==> src/cies_pkg.sv <==
// Package for the instruction execution slice: opcodes and reset values.
// Assumes 10-bit instruction words presented one per machine cycle.
package cies_pkg;
  localparam int OP_W = 10;
  localparam int NIB_W = 4;
  // Instruction codes of the four handled instructions.
  localparam logic [OP_W-1:0] OPC_ACC_INVERT = 10'h01C;
  localparam logic [OP_W-1:0] OPC_RC_CLOCK_SELECT = 10'h29B;
  localparam logic [OP_W-1:0] OPC_POINTER_DECREMENT = 10'h017;
  localparam logic [OP_W-1:0] OPC_IRQ_DISABLE = 10'h004;
  // Pointer value that causes a skip after a decrement.
  localparam logic [NIB_W-1:0] PTR_SKIP_VALUE = 4'hF;
  localparam logic [NIB_W-1:0] PTR_STEP = 4'h1;
  // Reset values.
  localparam logic [NIB_W-1:0] ACC_RESET = 4'h0;
  localparam logic [NIB_W-1:0] PTR_RESET = 4'h0;
  localparam logic IRQ_EN_RESET = 1'b0;
  localparam logic RC_SEL_RESET = 1'b0;
  // Decoded operation kinds.
  typedef enum logic [2:0] {
    CIES_OP_NONE,
    CIES_OP_ACC_INVERT,
    CIES_OP_RC_CLOCK_SELECT,
    CIES_OP_POINTER_DECREMENT,
    CIES_OP_IRQ_DISABLE
  } cies_op_t;
endpackage

==> src/cies_exec_slice.sv <==
// Execution slice for four instructions of a 4-bit CPU.
// Assumes the fetch stage presents one opcode with a valid strobe per
// machine cycle, all on clk; other units write the shared state via ports.
// Load ports from the rest of the CPU lose to an opcode for the same register in the same cycle.
`timescale 1ns/1ps
`default_nettype none
module cies_exec_slice
  import cies_pkg::*;
(
  // Clock and reset.
  input wire logic clk,
  input wire logic rst,
  // Opcode from the fetch stage.
  input wire logic op_valid,
  input wire logic [OP_W-1:0] op_code,
  // Writes from the rest of the CPU.
  input wire logic acc_load,
  input wire logic [NIB_W-1:0] acc_load_data,
  input wire logic ptr_load,
  input wire logic [NIB_W-1:0] ptr_load_data,
  input wire logic irq_enable_set,
  input wire logic carry_in,
  // State towards the rest of the CPU.
  output logic [NIB_W-1:0] acc_out,
  output logic [NIB_W-1:0] ptr_out,
  output logic carry_out,
  output logic skip_next,
  output logic irq_enable,
  output logic rc_clock_sel
);

  logic [NIB_W-1:0] acc_reg;
  logic [NIB_W-1:0] ptr_reg;
  logic [NIB_W-1:0] ptr_next;
  logic skip_reg;
  logic irq_en_reg;
  logic irq_clr_pend_reg;
  logic rc_sel_reg;
  cies_op_t op_kind;

  // Maps an opcode to the operation kind it requests.
  function automatic cies_op_t decode_op(input logic [OP_W-1:0] code);
    cies_op_t k;
    k = CIES_OP_NONE;
    unique case (code)
      OPC_ACC_INVERT: k = CIES_OP_ACC_INVERT;
      OPC_RC_CLOCK_SELECT: k = CIES_OP_RC_CLOCK_SELECT;
      OPC_POINTER_DECREMENT: k = CIES_OP_POINTER_DECREMENT;
      OPC_IRQ_DISABLE: k = CIES_OP_IRQ_DISABLE;
      default: k = CIES_OP_NONE;
    endcase
    return k;
  endfunction

  // Decode only when the fetch stage offers an opcode.
  always_comb begin
    op_kind = op_valid ? decode_op(op_code) : CIES_OP_NONE;
  end

  // Wrapping 4-bit subtract; all-ones follows zero naturally.
  assign ptr_next = ptr_reg - PTR_STEP;

  // Accumulator: complement replaces every bit, carry passes untouched.
  always_ff @(posedge clk) begin
    if (rst) begin
      acc_reg <= ACC_RESET;
    end else if (op_kind == CIES_OP_ACC_INVERT) begin
      acc_reg <= ~acc_reg;
    end else if (acc_load) begin
      acc_reg <= acc_load_data;
    end
  end

  // An invert must complement all four bits and leave no skip behind.
  a_acc_invert: assert property (
    @(posedge clk) disable iff (rst)
    op_kind == CIES_OP_ACC_INVERT |=>
      (acc_out == ~$past(acc_out)) && !skip_next)
    else $error("Accumulator not complemented or skip raised.");

  // A load with no invert in the way must land unchanged.
  a_acc_load: assert property (
    @(posedge clk) disable iff (rst)
    acc_load && op_kind != CIES_OP_ACC_INVERT |=>
      acc_out == $past(acc_load_data))
    else $error("Accumulator load did not land.");

  // Column pointer register.
  always_ff @(posedge clk) begin
    if (rst) begin
      ptr_reg <= PTR_RESET;
    end else if (op_kind == CIES_OP_POINTER_DECREMENT) begin
      ptr_reg <= ptr_next;
    end else if (ptr_load) begin
      ptr_reg <= ptr_load_data;
    end
  end

  // A decrement must take exactly one off, wrapping below zero.
  a_ptr_decrement: assert property (
    @(posedge clk) disable iff (rst)
    op_kind == CIES_OP_POINTER_DECREMENT |=>
      ptr_out == $past(ptr_out) - PTR_STEP)
    else $error("Pointer did not decrement by one.");

  // A load with no decrement in the way must land unchanged.
  a_ptr_load: assert property (
    @(posedge clk) disable iff (rst)
    ptr_load && op_kind != CIES_OP_POINTER_DECREMENT |=>
      ptr_out == $past(ptr_load_data))
    else $error("Pointer load did not land.");

  // Skip flag for the instruction after this one; only decrement sets it.
  always_ff @(posedge clk) begin
    if (rst) begin
      skip_reg <= 1'b0;
    end else if (op_valid) begin
      skip_reg <= (op_kind == CIES_OP_POINTER_DECREMENT) &&
                  (ptr_next == PTR_SKIP_VALUE);
    end
  end

  // The skip follows the pointer value that the decrement produced.
  a_skip_on_fifteen: assert property (
    @(posedge clk) disable iff (rst)
    op_kind == CIES_OP_POINTER_DECREMENT |=>
      skip_next == (ptr_out == PTR_SKIP_VALUE))
    else $error("Skip does not match decremented pointer.");

  // Any other taken opcode, unknown ones included, clears the skip.
  a_skip_clear: assert property (
    @(posedge clk) disable iff (rst)
    op_valid && op_kind != CIES_OP_POINTER_DECREMENT |=> !skip_next)
    else $error("Skip raised by an opcode other than a decrement.");

  // Interrupt enable: the clear is held pending for one machine cycle,
  // so the flag still reads high in the cycle after the disable.
  always_ff @(posedge clk) begin
    if (rst) begin
      irq_clr_pend_reg <= 1'b0;
    end else begin
      irq_clr_pend_reg <= (op_kind == CIES_OP_IRQ_DISABLE);
    end
  end

  // The flag drops one cycle after the disable; a new enable wins.
  always_ff @(posedge clk) begin
    if (rst) begin
      irq_en_reg <= IRQ_EN_RESET;
    end else if (irq_enable_set) begin
      irq_en_reg <= 1'b1;
    end else if (irq_clr_pend_reg) begin
      irq_en_reg <= 1'b0;
    end
  end

  // Two quiet cycles after a disable the flag must be down.
  a_irq_clear: assert property (
    @(posedge clk) disable iff (rst)
    (op_kind == CIES_OP_IRQ_DISABLE && !irq_enable_set) ##1
      !irq_enable_set |=> !irq_enable)
    else $error("Interrupt enable not cleared after disable.");

  // The flag must not move in the cycle right after the disable; only an
  // enable pulse or a disable one cycle earlier may move it there.
  a_irq_delay: assert property (
    @(posedge clk) disable iff (rst)
    op_kind == CIES_OP_IRQ_DISABLE |=>
      (irq_enable == $past(irq_enable)) || $past(irq_enable_set) ||
      $past(irq_clr_pend_reg))
    else $error("Interrupt enable cleared too early.");

  // An enable pulse from elsewhere beats a pending clear.
  a_irq_set_wins: assert property (
    @(posedge clk) disable iff (rst)
    irq_enable_set |=> irq_enable)
    else $error("Interrupt enable not set by the enable pulse.");

  // Main clock source selection; stays on RC once chosen.
  always_ff @(posedge clk) begin
    if (rst) begin
      rc_sel_reg <= RC_SEL_RESET;
    end else if (op_kind == CIES_OP_RC_CLOCK_SELECT) begin
      rc_sel_reg <= 1'b1;
    end
  end

  // The RC choice appears right after the select instruction.
  a_rc_select: assert property (
    @(posedge clk) disable iff (rst)
    op_kind == CIES_OP_RC_CLOCK_SELECT |=> rc_clock_sel [*2])
    else $error("RC clock not selected.");

  // Once chosen, only a reset may hand the main clock back.
  a_rc_sticky: assert property (
    @(posedge clk) disable iff (rst)
    rc_clock_sel |=> rc_clock_sel)
    else $error("RC clock selection dropped without reset.");

  // Outputs come straight from registers; carry is passed through.
  assign acc_out = acc_reg;
  assign ptr_out = ptr_reg;
  assign carry_out = carry_in;
  assign skip_next = skip_reg;
  assign irq_enable = irq_en_reg;
  assign rc_clock_sel = rc_sel_reg;

  // Main scenarios that the opcode sequences are expected to reach.
  c_decrement_skip: cover property (@(posedge clk) disable iff (rst)
    op_kind == CIES_OP_POINTER_DECREMENT ##1 skip_next);
  c_disable_effect: cover property (@(posedge clk) disable iff (rst)
    irq_enable && op_kind == CIES_OP_IRQ_DISABLE ##2 !irq_enable);
  c_invert: cover property (@(posedge clk) disable iff (rst)
    op_kind == CIES_OP_ACC_INVERT);
  c_rc_select: cover property (@(posedge clk) disable iff (rst)
    !rc_clock_sel && op_kind == CIES_OP_RC_CLOCK_SELECT ##1 rc_clock_sel);
  c_unknown_op: cover property (@(posedge clk) disable iff (rst)
    op_valid && op_kind == CIES_OP_NONE);

endmodule
`default_nettype wire

==> config.mk <==
export PLATFORM = sky130hd
export DESIGN_NAME = cies_exec_slice
export DESIGN_NICKNAME = d
export VERILOG_FILES = /design/src/cies_pkg.sv /design/src/cies_exec_slice.sv
export SDC_FILE = /design/constraint.sdc
export NUM_CORES = 1
export LEC_CHECK = 0
export BUFFER_PORTS_ARGS = -buffer_cell sky130_fd_sc_hd__buf_2
export CAP_MARGIN = 20
export CORE_UTILIZATION = 47
export CTS_CLUSTER_DIAMETER = 100
export DETAILED_ROUTE_END_ITERATION = 8
export PLACE_DENSITY = 0.86
export SLEW_MARGIN = 40
export SYNTH_ARGS = -nofsm -noshare
export SYNTH_HDL_FRONTEND = slang
export SYNTH_SLANG_ARGS = --single-unit
export TNS_END_PERCENT = 30
==> constraint.sdc <==
create_clock -name clk -period 2.25 [get_ports clk]
set_input_delay 0.225 -clock clk [delete_from_list [all_inputs] [get_ports clk]]
set_output_delay 0.225 -clock clk [all_outputs]
set_load 0.05 [all_outputs]
Yosys cells after proc, flatten, opt, wreduce, memory -nomap -nowiden
Index checks and enable logic that the tools add are counted.

Bitwise logic cells: 1. Add/subtract/negate cells: 1. Reduce and logical (&&, ||, !) cells: 4. Equal/unequal tests: 9. Multiplexer cells: 8.

Operator list (number): $eq 10x5->1 const B (2); $mux 4 (4); $pmux 3 s4 (1); $eq 10x10->1 const B (1); $eq 10x3->1 const B (1); $eq 3x2->1 const B (2); $reduce_bool 2->1 (3); $eq 4x4->1 const B (1); $not 4->4 (1); $sub 4x1->4 const B (1); $eq 3x1->1 const B (1); $eq 3x3->1 const B (1); $mux 3 (1); $mux 1 (2); $logic_and 1x1->1 (1).

Bits in registers: 12. Input bits: 25. Logic and storage cells: 29. Output and inout port bits: 12.

Depth between registers and ports, before layout
Depth in word-level cells: 5. Gate-level depth with buffers: 6. Mapped depth without buffers: 6.

Worst setup path after synthesis
Ideal clock, no wire load.

Kind: register to register. Start: reg ptr_reg[0] (netlist: ptr_out[0]). End: reg skip_reg (netlist: skip_next). Setup time: 0.073 ns. Path buffers: 0. Arrival time: 1.490 ns. Cell stages (with the launch flop): 7. Period minus slack after synthesis: 1.563 ns. Data required time: 2.177 ns. Path slack: 0.687 ns. Cells stage by stage: dfxtp_1 -> inv_1 -> ha_1 -> nand2b_1 -> nand2_1 -> o2111ai_1 -> a21oi_1.

Longest elaborated chain between the ends: 3.

Ends and longest elaborated chain: start: declaration (RTL line cies_exec_slice.sv:33) `logic [NIB_W-1:0] ptr_reg;`; start signal: assignment (RTL line cies_exec_slice.sv:93) `ptr_reg <= ptr_next;`; start signal: assignment (RTL line cies_exec_slice.sv:95) `ptr_reg <= ptr_load_data;`; $sub 4x1->4 (RTL line cies_exec_slice.sv:61) `assign ptr_next = ptr_reg - PTR_STEP;`; $eq 4x4->1 (RTL line cies_exec_slice.sv:119) `(ptr_next == PTR_SKIP_VALUE);`; $logic_and 1x1->1 (RTL line cies_exec_slice.sv:118) `skip_reg <= (op_kind == CIES_OP_POINTER_DECREMENT) &&`; end signal: assignment (RTL line cies_exec_slice.sv:118); end: declaration (RTL line cies_exec_slice.sv:35) `logic skip_reg;`.

No other way between the ends. A chain may end at the register's enable or synchronous reset.

Worst setup path after layout
Ends and elaborated chain as after synthesis.

==> out/results.txt <==
Worst-path clk slew: 0.08 ns
Leak: 0.420 nW
CP Launch Type: flip-flop
Detailed Place HPWL: 1240 um
internal power: 0.368 mW
die area: 1710 um2
switching power total: 0.163 mW
net count of the mapped netlist: 105
fraction of layout cells with a size suffix above 1: 0.393
outcome: complete, no violations
pre-CTS WS: 0.700 ns
DR iter-0 viols: 11
worst hold-check path type: in -> reg
routability cong.: 0.809
count leader, synth: dfxtp_1
Final min period: 1.31 ns
actual slew at the worst max-slew pin: 0.408 ns
Clk pwr share: 0.328
TNS Setup: 0 ns
Synth Instances: 78
maximum VDD drop: 0.275 mV
RSZ-0062 raised after global routing: false
1st-pass router iterations: 4
synth cell count leaders: 12 x dfxtp_1, 7 x nor2b_1, 6 x a211oi_1
worst skew pair latency: 0.27 ns
chip width: 41.4 um
nets: 140
clock skew: 0.00307 ns
final setup vio count: 0
distinct cell type count after synthesis: 29
Flop pwr share: 0.437
synthesized flop and latch total: 12
Port-buffer cells: 34
PD cells: 577 nW/um2
Critical Path RT: 2.45 ns
Async SR Flop Fraction: 0
Synth area leader: dfxtp_1
Power, Total: 0.531 mW
area of the multi-input gates: 443 um2
Max Root-Sink Buffers: 2
CP Capture Type: flip-flop
Max-cap violations: 0
post-route ant nets: 0
Starting Density: 0.533
post-cts resize count: 0
post-CTS setup buffers: 0
Routed WL per cell: 12.5 um
top_reg_cell synth: dfxtp_1
WL final: 1590 um
CTS tree: yes
initial antenna violation count: 0
Synthesis Warnings: 0
clock sink count: 12
clock root buffer: clkbuf_4
Core Area: 1370 um2
period utilization: 0.582
CP max FO: 6
Syn Area/Cell: 9.34 um2
via count: 708
Hold Buf Count CTS: 0
Area contributors post-synth: dfxtp_1 33%, a211oi_1 6.2%, nor2b_1 6.0%, nor3_2 5.5%, o21a_1 5.2%
Slew HR: 0.724
Inserted Clock Buffers: 3
IO Pins: 37
Reg area: 240 um2
mapped cell area: 728 um2
antenna diode count: 0
Filler cells: 126
DR DRC count: 0
Arr. time, crit path: 1.51 ns
area grow syn2layout: 26.3%
fmax: 0.764 GHz
Tot GR Track Use: 0.207
vias in the first global route: 570
Die Ht: 41.4 um
drt via density: 5.57
Sw Share: 0.307
critical path type: reg -> reg
Synth top area share: 0.330
final worst slack: 0.941 ns
H-Tree Level Count: 1
global-route wire length before repair: 2300 um
largest net degree at the start of global routing: 13
combinational power share: 0.234
Hold Fails Final Rpt: 0
# rows: 13
Slew Limit Fails: 0
grt total ovfl: 0
sequential fraction of the synthesis area: 0.330
number of flops mapped to enable cells by yosys: 0
-- final cells by class --
| type | instances | share of cell area |
|---|---|---|
| Inverter | 3 | 0.0122 |
| Timing Repair Buffer | 34 | 0.185 |
| Sequential cell | 12 | 0.261 |
| Tap cell | 15 | 0.0204 |
| Clock buffer | 4 | 0.0395 |
| Multi-Input combinational cell | 59 | 0.482 |
-- per-stage QoR --
step	utilization	hold slack [ns]	cell area (um2)	cells
global route	0.673	0.156	920	127
CTS	0.673	0.160	920	127
detailed placement	0.647	0.446	883	123
global placement	0.647	0.435	883	123
finish	0.673	0.162	920	127
floorplan	-	0.342	728	78
-- kinds of logic (layout without fill, tap and decap cells) --
family	count (synthesis)	count (layout)	synth area share
compound gates	19	19	0.199
fa+ha+maj	2	2	0.0344
buf+inv	7	41	0.0619
flops	12	12	0.330
mux	3	3	0.0412
simple gates	35	35	0.333
-- per-layer routing --
metal | wire (um) | vias to the layer above | track usage | part of all wire
li1 | - | 357 | - | -
met1 | 711 | 322 | 0.274 | 0.45
met2 | 795 | 29 | 0.324 | 0.50
met3 | 81 | 0 | 0.0160 | 0.051
met4 | 0 | 0 | 0.129 | 0
met5 | 0 | - | 0 | 0
-- power groups by stage --
stage	Sequential (mW)	Clock, mW	Combinational, mW
after global placement	0.236	0	0.120
after detailed placement	0.237	0	0.124
after global routing	0.234	0.194	0.133
final	0.232	0.174	0.124
after CTS	0.232	0.178	0.125
after floorplan	0.273	0	0.0475
-- worst max-delay path: stages (launching register included) --
cell	delay [ns]
dfxtp_1	0.42
inv_1	0.09
ha_1	0.21
nand2b_1	0.16
nand2_1	0.08
o2111ai_1	0.10
a21oi_1	0.18
-- path summary, 6_finish.rpt --
kind	from	end	slack (ns)	depth (start not counted)
worst max-delay path	ptr_out[0]	skip_next	0.94	6
worst min-delay path	irq_enable_set	irq_enable	0.16	3
worst max register to register	ptr_out[0]	skip_next	0.94	6
worst min register to register	rc_clock_sel	rc_clock_sel	0.48	2
-- cell usage in the layout, fill, tap and decap left out, drive strengths merged --
cell type and count:
a211oi 7, a21oi 2, a31oi 2, and3 1, and4b 3, and4bb 1
buf 34, clkbuf 4, dfxtp 12, ha 2, inv 3, mux2i 3
nand2 4, nand2b 4, nand3b 1, nor2 4, nor2b 7, nor3 6
nor3b 1, nor4 1, nor4b 2, o2111ai 1, o21a 5, o21ba 1
o31a 1
Note: power is estimated with default switching activity, not from simulation.
